### src/rtl/pwpb_cfg.svh
// Constants for the peripheral write-protect bridge and its guard
// Overview of operation
// Bridge is a high-speed bus slave turning each access into a peripheral transfer.
// Peripheral side supports wait states, errors, protection signalling and byte strobes.
// Address and data of a peripheral transfer are presented in one merged cycle.
// Byte and half-word lane selection also applies to read transfers.
// System must enable the bridge clock before any access is attempted.
// One guard per bridge, one protection bit per attached peripheral.
// Guard clock of bridges zero and one resets enabled, bridge two disabled.
// Protection stays enforced in any sleep state while the clock runs.
// Debugger writes bypass protection and always reach the peripheral.
// Writing one to a clear-view bit clears that shared protection bit.
// Writing one to a set-view bit sets that shared protection bit.
// Writing zero to any protection bit leaves it unchanged.
// Both views read back the same protection vector.
// Non-debugger write to protected peripheral is dropped and answered with error.
// Protecting a protected or unprotecting an unprotected peripheral gives an error.
// Software must avoid concurrent protection changes or read state before changing.
// Guard registers accept 8-, 16- and 32-bit accesses on any lane.
// Core guard: bit 1 debug unit, 2 flash, 3 port, 6 trace; bit 1 resets one.
// Peripheral guard: events bit 1, serial 2-7, timers 8-15, analog 16-19.
// Set view sits at offset 0x04 with clear view layout and reset.
// Guard errors return as peripheral slave error, forwarded as bus error.
`ifndef PWPB_CFG_SVH
`define PWPB_CFG_SVH

`define PWPB_SLOT_LSB       10
`define PWPB_SLOT_W         5
`define PWPB_GUARD_SLOT     5'h00
`define PWPB_OFS_CLR        10'h000
`define PWPB_OFS_SET        10'h004
`define PWPB_DEBUG_ID       4'h1
`define PWPB_CORE_RESET     32'h0000_0002
`define PWPB_CORE_MASK      32'h0000_004E
`define PWPB_PERI_RESET     32'h0080_0000
`define PWPB_PERI_MASK      32'h000F_FFFE
`define PWPB_GCLK_RESET_B0  1'b1
`define PWPB_GCLK_RESET_B1  1'b1
`define PWPB_GCLK_RESET_B2  1'b0
`define PWPB_HRESP_OKAY     1'b0
`define PWPB_HRESP_ERROR    1'b1

`endif

### src/rtl/pwpb_pkg.sv
// Types and shared helpers for the peripheral write-protect bridge
package pwpb_pkg;

    typedef enum logic [2:0]
    {
        BR_IDLE   = 3'h0,
        BR_LATCH  = 3'h1,
        BR_ACCESS = 3'h2,
        BR_RESP   = 3'h3,
        BR_ERR1   = 3'h4,
        BR_ERR2   = 3'h5
    } pwpb_state_t;

    // Byte lanes touched by a transfer of the given size at the given address
    function automatic logic [3:0] pwpb_lane_strb(input logic [2:0] size, input logic [1:0] addr);
        logic [3:0] strb;
        strb = 4'hF;
        case (size)
            3'h0:    strb = 4'h1 << addr;
            3'h1:    strb = addr[1] ? 4'hC : 4'h3;
            default: strb = 4'hF;
        endcase
        return strb;
    endfunction

    function automatic logic [31:0] pwpb_strb_mask(input logic [3:0] strb);
        return {{8{strb[3]}}, {8{strb[2]}}, {8{strb[1]}}, {8{strb[0]}}};
    endfunction

endpackage

### src/rtl/pwpb_guard_if.sv
// Connection between the bridge and its write-protect guard
`include "pwpb_cfg.svh"
`timescale 1ns/1ps
`default_nettype none
interface pwpb_guard_if;
    logic                     sel;
    logic                     write;
    logic [`PWPB_SLOT_LSB-1:0] ofs;
    logic [31:0]              wdata;
    logic [3:0]               strb;
    logic                     clk_en;
    logic [31:0]              rdata;
    logic                     err;
    logic [31:0]              prot;

    modport guard  (input sel, write, ofs, wdata, strb, clk_en, output rdata, err, prot);
    modport bridge (output sel, write, ofs, wdata, strb, clk_en, input rdata, err, prot);
endinterface
`default_nettype wire

### src/rtl/pwpb_bridge.sv
// High-speed bus to peripheral bus bridge with its write-protect guard
`include "pwpb_cfg.svh"
`timescale 1ns/1ps
`default_nettype none
module pwpb_bridge #(
    parameter int          SLOT_W     = `PWPB_SLOT_W,
    parameter logic        GCLK_RESET = `PWPB_GCLK_RESET_B0,
    parameter logic [31:0] PROT_RESET = `PWPB_CORE_RESET,
    parameter logic [31:0] PROT_MASK  = `PWPB_CORE_MASK
) (
    input  wire logic                    clk_i,
    input  wire logic                    rst_i,
    // High-speed bus slave port
    input  wire logic                    hsel_i,
    input  wire logic [31:0]             haddr_i,
    input  wire logic [1:0]              htrans_i,
    input  wire logic                    hwrite_i,
    input  wire logic [2:0]              hsize_i,
    input  wire logic [3:0]              hprot_i,
    input  wire logic [3:0]              hmaster_i,
    input  wire logic                    hready_i,
    input  wire logic [31:0]             hwdata_i,
    output logic      [31:0]             hrdata_o,
    output logic                         hreadyout_o,
    output logic                         hresp_o,
    // Peripheral bus master port
    output logic      [(1<<SLOT_W)-1:0]  psel_o,
    output logic                         penable_o,
    output logic      [31:0]             paddr_o,
    output logic                         pwrite_o,
    output logic      [31:0]             pwdata_o,
    output logic      [3:0]              pstrb_o,
    output logic      [2:0]              pprot_o,
    input  wire logic [31:0]             prdata_i,
    input  wire logic                    pready_i,
    input  wire logic                    pslverr_i,
    // Guard clock control from the power manager, and protection state out
    input  wire logic                    pm_gclk_enable_i,
    input  wire logic                    pm_gclk_disable_i,
    output logic                         guard_clk_en_o,
    output logic      [31:0]             prot_state_o
);
    localparam int NSLOT = 1 << SLOT_W;

    pwpb_pkg::pwpb_state_t state_reg;
    pwpb_pkg::pwpb_state_t state_next;

    logic [31:0] addr_reg;
    logic        write_reg;
    logic [3:0]  strb_reg;
    logic [2:0]  pprot_reg;
    logic        dbg_reg;
    logic [31:0] wdata_reg;
    logic [31:0] rdata_reg;
    logic        gclk_en_reg;

    pwpb_guard_if gif ();

    // One guard per bridge, bit n guarding slot n
    pwpb_guard #(
        .PROT_RESET (PROT_RESET),
        .PROT_MASK  (PROT_MASK)
    ) u_guard (
        .clk_i (clk_i),
        .rst_i (rst_i),
        .gif   (gif)
    );

    // Address phase acceptance
    wire logic can_take  = (state_reg == pwpb_pkg::BR_IDLE)
                         | (state_reg == pwpb_pkg::BR_RESP)
                         | (state_reg == pwpb_pkg::BR_ERR2);
    wire logic addr_take = hsel_i & hready_i & htrans_i[1] & can_take;
    wire logic [3:0] take_strb = pwpb_pkg::pwpb_lane_strb(hsize_i, haddr_i[1:0]);

    // Target decode from the captured address
    wire logic [SLOT_W-1:0] slot     = addr_reg[`PWPB_SLOT_LSB +: SLOT_W];
    wire logic              to_guard = (slot == `PWPB_GUARD_SLOT);
    wire logic              in_acc   = (state_reg == pwpb_pkg::BR_ACCESS);
    wire logic              ext_acc  = in_acc & ~to_guard;

    // Protection is held in flops that need no guard clock, so it keeps
    // acting in every sleep state as long as the bridge itself is clocked
    wire logic slot_prot = gif.prot[slot];
    wire logic blocked   = write_reg & slot_prot & ~dbg_reg & ~to_guard;

    // Completion and error of the merged access cycle
    wire logic acc_done = to_guard ? 1'b1 : pready_i;
    wire logic acc_err  = to_guard ? gif.err : pslverr_i;
    wire logic [31:0] acc_data = (to_guard ? gif.rdata : prdata_i)
                               & pwpb_pkg::pwpb_strb_mask(strb_reg);

    // Guard register port
    assign gif.sel    = in_acc & to_guard;
    assign gif.write  = write_reg;
    assign gif.ofs    = addr_reg[`PWPB_SLOT_LSB-1:0];
    assign gif.wdata  = wdata_reg;
    assign gif.strb   = strb_reg;
    assign gif.clk_en = gclk_en_reg;

    // Select and enable rise together: no separate setup cycle
    assign psel_o    = ext_acc ? ({{(NSLOT-1){1'b0}}, 1'b1} << slot) : {NSLOT{1'b0}};
    assign penable_o = ext_acc;
    assign paddr_o   = addr_reg;
    assign pwrite_o  = write_reg;
    assign pwdata_o  = wdata_reg;
    assign pstrb_o   = strb_reg;
    assign pprot_o   = pprot_reg;

    // Bus answer
    assign hreadyout_o    = can_take;
    assign hresp_o        = ((state_reg == pwpb_pkg::BR_ERR1) | (state_reg == pwpb_pkg::BR_ERR2))
                          ? `PWPB_HRESP_ERROR : `PWPB_HRESP_OKAY;
    assign hrdata_o       = rdata_reg;
    assign guard_clk_en_o = gclk_en_reg;
    assign prot_state_o   = gif.prot;

    always_comb
    begin
        state_next = state_reg;
        unique case (state_reg)
            pwpb_pkg::BR_IDLE,
            pwpb_pkg::BR_RESP,
            pwpb_pkg::BR_ERR2:
            begin
                state_next = addr_take ? pwpb_pkg::BR_LATCH : pwpb_pkg::BR_IDLE;
            end
            pwpb_pkg::BR_LATCH:
            begin
                // A blocked write never reaches the peripheral
                state_next = blocked ? pwpb_pkg::BR_ERR1 : pwpb_pkg::BR_ACCESS;
            end
            pwpb_pkg::BR_ACCESS:
            begin
                if (acc_done)
                begin
                    state_next = acc_err ? pwpb_pkg::BR_ERR1 : pwpb_pkg::BR_RESP;
                end
            end
            pwpb_pkg::BR_ERR1:
            begin
                state_next = pwpb_pkg::BR_ERR2;
            end
            default:
            begin
                state_next = pwpb_pkg::BR_IDLE;
            end
        endcase
    end

    always_ff @(posedge clk_i or posedge rst_i)
    begin
        if (rst_i)
        begin
            state_reg <= pwpb_pkg::BR_IDLE;
        end
        else
        begin
            state_reg <= state_next;
        end
    end

    // Address phase capture
    always_ff @(posedge clk_i or posedge rst_i)
    begin
        if (rst_i)
        begin
            addr_reg  <= 32'h0000_0000;
            write_reg <= 1'b0;
            strb_reg  <= 4'h0;
            pprot_reg <= 3'h0;
            dbg_reg   <= 1'b0;
        end
        else if (addr_take)
        begin
            addr_reg  <= haddr_i;
            write_reg <= hwrite_i;
            strb_reg  <= take_strb;
            pprot_reg <= {~hprot_i[0], 1'b1, hprot_i[1]};
            dbg_reg   <= (hmaster_i == `PWPB_DEBUG_ID);
        end
    end

    // Write data arrives in the bus data phase, one cycle after the address
    always_ff @(posedge clk_i or posedge rst_i)
    begin
        if (rst_i)
        begin
            wdata_reg <= 32'h0000_0000;
        end
        else if (state_reg == pwpb_pkg::BR_LATCH)
        begin
            wdata_reg <= hwdata_i;
        end
    end

    always_ff @(posedge clk_i or posedge rst_i)
    begin
        if (rst_i)
        begin
            rdata_reg <= 32'h0000_0000;
        end
        else if (in_acc && acc_done && !write_reg)
        begin
            rdata_reg <= acc_data;
        end
    end

    // Enable wins when both requests land in the same cycle
    always_ff @(posedge clk_i or posedge rst_i)
    begin
        if (rst_i)
        begin
            gclk_en_reg <= GCLK_RESET;
        end
        else if (pm_gclk_enable_i)
        begin
            gclk_en_reg <= 1'b1;
        end
        else if (pm_gclk_disable_i)
        begin
            gclk_en_reg <= 1'b0;
        end
    end
endmodule
`default_nettype wire

### src/rtl/pwpb_guard.sv
// Write-protect guard: shared protection vector with set and clear views
`include "pwpb_cfg.svh"
`timescale 1ns/1ps
`default_nettype none
module pwpb_guard #(
    parameter logic [31:0] PROT_RESET = `PWPB_CORE_RESET,
    parameter logic [31:0] PROT_MASK  = `PWPB_CORE_MASK
) (
    input  wire logic         clk_i,
    input  wire logic         rst_i,
    pwpb_guard_if.guard       gif
);
    logic [31:0] prot_reg;
    logic [31:0] prot_next;

    // Only bytes on active lanes count, so any access width works
    wire logic [31:0] lane_mask = pwpb_pkg::pwpb_strb_mask(gif.strb);
    wire logic [31:0] ones      = gif.wdata & lane_mask & PROT_MASK;
    // Lane bits of the offset are dropped so byte and half-word accesses still hit
    wire logic [`PWPB_SLOT_LSB-1:0] word_ofs = {gif.ofs[`PWPB_SLOT_LSB-1:2], 2'h0};
    // A stopped guard clock makes the registers unreachable, not the protection
    wire logic        hit_clr   = gif.sel & gif.clk_en & (word_ofs == `PWPB_OFS_CLR);
    wire logic        hit_set   = gif.sel & gif.clk_en & (word_ofs == `PWPB_OFS_SET);
    wire logic        wr_clr    = hit_clr & gif.write;
    wire logic        wr_set    = hit_set & gif.write;
    wire logic        dbl_clr   = wr_clr & (|(ones & ~prot_reg));
    wire logic        dbl_set   = wr_set & (|(ones & prot_reg));

    assign gif.err   = dbl_clr | dbl_set;
    assign gif.rdata = (hit_clr | hit_set) ? prot_reg : 32'h0000_0000;
    assign gif.prot  = prot_reg;

    // An erroneous double protect or unprotect changes nothing
    always_comb
    begin
        prot_next = prot_reg;
        if (wr_set && !dbl_set)
        begin
            prot_next = prot_reg | ones;
        end
        else if (wr_clr && !dbl_clr)
        begin
            prot_next = prot_reg & ~ones;
        end
    end

    always_ff @(posedge clk_i or posedge rst_i)
    begin
        if (rst_i)
        begin
            prot_reg <= PROT_RESET;
        end
        else
        begin
            prot_reg <= prot_next;
        end
    end
endmodule
`default_nettype wire

### config.mk
export PLATFORM = sky130hd
export DESIGN_NAME = pwpb_bridge
export DESIGN_NICKNAME = d
export VERILOG_FILES = /design/src/rtl/pwpb_pkg.sv /design/src/rtl/pwpb_guard_if.sv /design/src/rtl/pwpb_bridge.sv /design/src/rtl/pwpb_guard.sv
export VERILOG_INCLUDE_DIRS = /design/src /design/src/rtl
export SDC_FILE = /design/constraint.sdc
export NUM_CORES = 1
export LEC_CHECK = 0
export BUFFER_PORTS_ARGS = -buffer_cell sky130_fd_sc_hd__buf_2
export CAP_MARGIN = 5
export CORE_AREA = 2 2 112 114
export DETAILED_ROUTE_END_ITERATION = 6
export DIE_AREA = 0 0 114 116
export GPL_TIMING_DRIVEN = 0
export PLACE_DENSITY = 0.8
export SYNTH_ARGS = -nofsm -noshare
export SYNTH_HDL_FRONTEND = slang
export SYNTH_SLANG_ARGS = --single-unit
### constraint.sdc
create_clock -name clk_i -period 4.95 [get_ports clk_i]
set_clock_uncertainty 0.05 [all_clocks]
set_input_delay 0.99 -clock clk_i [delete_from_list [all_inputs] [get_ports clk_i]]
set_output_delay 0.99 -clock clk_i [all_outputs]
set_load 0.02 [all_outputs]
==> flow_summary_export.csv <==
group,metric,value,unit
status,status,"finished clean",
yosys,ys_ff_latch,113,
yosys,synthesis.area,0.00531,sq mm
detailed_routing,via_per_inst,4.89,
hold_path,hold_path.class,"register to register",
cts,numCtsBuffers,17,
final_layout,fillCellCount,1034,
sta,tightest_slew,0.749,ns
final_layout,antenna_cells,0,
cts,postCtsHoldBufs,0,
yosys,synth_edf_count,0,
pwr,p_per_area,683,mW/mm^2
cts,clockRootBuffer,"clkbuf_16",
job,cap_viol_max_count,0,
detailed_routing,drc,0,
final_layout,final_area,0.00752,sq mm
yosys,synthCells,470,
placement,dp_hpwl,11.4,mm
final_layout,area_growth,41.6,%
sta,slew_headroom,49.3,%
cts,cts.clk_slew.worst_paths,0.05,ns
sta,drv_slew,0,
placement,portBuffers,257,
yosys,async_reset_ff_share,100,%
global_route,grt_max_degree,65,
final_layout,final_cells,935,
detailed_routing,wirelength,14.8,mm
cts,cts_tree,"built",
final_layout,nNetsFinal,893,
floorplan,rows,40,
global_route,antenna_found_initial,0,
placement,dpl.cell_count,903,
sta,min_period_over_period,62.6,%
placement,gp_congestion,0.804,
yosys,synth.area.top_cells,"dfrtp_1 52%, mux2_4 9.0%, mux2_2 6.6%",
yosys,synth.avg_cell_area,11.3,sq um
floorplan,die_h,116,microns
setup_path,worstSetupPathType,"register to output port",
final_layout,drive_above_1_share,51.5,%
floorplan,die_w,114,microns
sta,rsz0062_at_grt,"false",
sta,finalSetupViolations,0,
pwr,totalPowerFinal,5.14,mW
global_route,grt_pass1_vias,4359,
cts,cts_max_level,4,
setup_path,worstPathRequired,3.91,ns
setup_path,start_kind,"register",
detailed_routing,drtAntennaViolNets,0,
placement,dpl_cell_area,0.00692,sq mm
cts,cts_resized,0,
floorplan,start_util,44.6,%
setup_path,cp-end-kind,"output port",
yosys,yosys.area.top_type_share,52.3,%
pwr,max-vdd-ir-drop,0.000384,V
yosys,ys_types,51,
yosys,synthFlopType,"dfrtp_1",
global_route,grtUsageTotal,22.2,%
sta,hold_viol,0,
global_route,grt-ovfl-total,0,
yosys,synth_warnings,0,
yosys,synth_top_cell_by_area,"dfrtp_1",
floorplan,ios,290,
cts,clk_latency,0.40,ns
setup_path,arrival,2.06,ns
yosys,seq_area_frac_synth,53.3,%
cts,cts_setup_buffers,0,
detailed_routing,first_pass_iters,4,
setup_path,path_max_fanout,8,
detailed_routing,num_vias,4570,
floorplan,core,0.0119,sq mm
global_route,grt_first_pass_wirelength,22.4,mm
detailed_routing,drtIter0Drc,185,
cts,cts.sinks,113,
floorplan,die_area,0.0132,sq mm
detailed_routing,routedWlPerCell,15.9,microns
sta,max_freq,0.323,GHz
cts,clockBufferDepth,2,
sta,layout_min_cycle_time,3.10,ns
pwr,p_leak,3.94,nW
[power breakdown]
part | total, mW | internal, mW | switching [mW]
Sequential | 1.64 | 1.35 | 0.289
Clock | 1.23 | 0.803 | 0.428
Combinational | 2.27 | 0.917 | 1.35
Total | 5.14 | 3.07 | 2.07
[cell type report]
type / instances / area (sq um) / share of cell area, %
inverter: 6 / 25.0 / 0.333
buffer: 53 / 354 / 4.71
timing repair buffer: 258 / 1310 / 17.5
tap: 147 / 184 / 2.44
sequential: 113 / 2830 / 37.6
multi-input combinational: 326 / 2210 / 29.4
clock inverter: 13 / 163 / 2.16
clock buffer: 19 / 443 / 5.89
[cells by family after synthesis]
group / synth area share, %
compound gates: 8.93
mux: 16.6
other cells: 0.0706
buf+inv: 7.09
simple gates: 14.0
flops: 53.3
[final timing paths]
path | start | endpoint | slack (ns) | cells after the start
hold / removal | pprot_o[1] | pprot_o[1] | 0.41 | 1
setup reg to reg | guard_clk_en_o | register | 2.53 | 5
setup / recovery | state_reg[0] | psel_o[9] | 1.85 | 4
min in group asynchronous | rst_i | hrdata_o[14] | 0.63 | 2
max in group asynchronous | rst_i | asynchronous set/reset pin | 3.45 | 3
hold reg to reg | pprot_o[1] | pprot_o[1] | 0.41 | 1
[worst max-delay path, cell delays in order, from the launching register on]
cell	delay [ns]
dfrtp_1	0.45
nor3b_2	0.45
nand3b_1	0.38
nor2_1	0.19
buf_2	0.18
[cells in the final DEF (no fill, tap or decap), types with 3 or more instances in the layout]
cell type / instances
a21boi_0: 4
a21o_1: 5
a21oi_1: 4
a22oi_1: 5
a31oi_1: 4
and2_1: 3
buf_1: 3
buf_2: 264
buf_4: 29
buf_6: 5
bufinv_16: 3
clkbuf_1: 10
clkbuf_16: 17
clkinvlp_4: 6
conb_1: 29
dfrtp_1: 111
inv_1: 5
mux2_1: 3
mux2_2: 31
mux2_4: 32
nand2_1: 68
nand2b_1: 6
nand3_1: 9
nand3b_1: 6
nor2_1: 39
nor4b_1: 3
o21ai_0: 6
o21ai_1: 33
o21bai_1: 3
or2_2: 3
or3_1: 3
[stage by stage]
stage / setup WS (ns) / setup TNS (ns) / hold WS, ns / util, %
after floorplan: 0.926 / 0 / 0.409 / -
after global placement: -0.405 / -44.30 / 0.397 / 57.8
after detailed placement: 2.29 / 0 / 0.401 / 58.1
after CTS: 1.85 / 0 / 0.416 / 63.2
after global routing: 1.75 / 0 / 0.438 / 63.2
final: 1.85 / 0 / 0.406 / 63.2
[per-layer routing]
metal,track usage [%],wire (microns)
met5,0,0
met4,7.64,243
met3,5.65,988
met2,41.2,7880
met1,24.9,5730
[Yosys cell counts (4+ instances only)]
cell      number
dfrtp_1      111
nand2_1       68
nor2_1        39
o21ai_1       33
mux2_4        32
mux2_2        31
buf_4         29
clkbuf_1       9
nand3_1        9
buf_2          7
inv_1          6
nand2b_1       6
nand3b_1       6
o21ai_0        6
a21o_1         5
a22oi_1        5
buf_6          5
a21boi_0       4
a21oi_1        4
a31oi_1        4
Power figures use the tool's default switching activity.
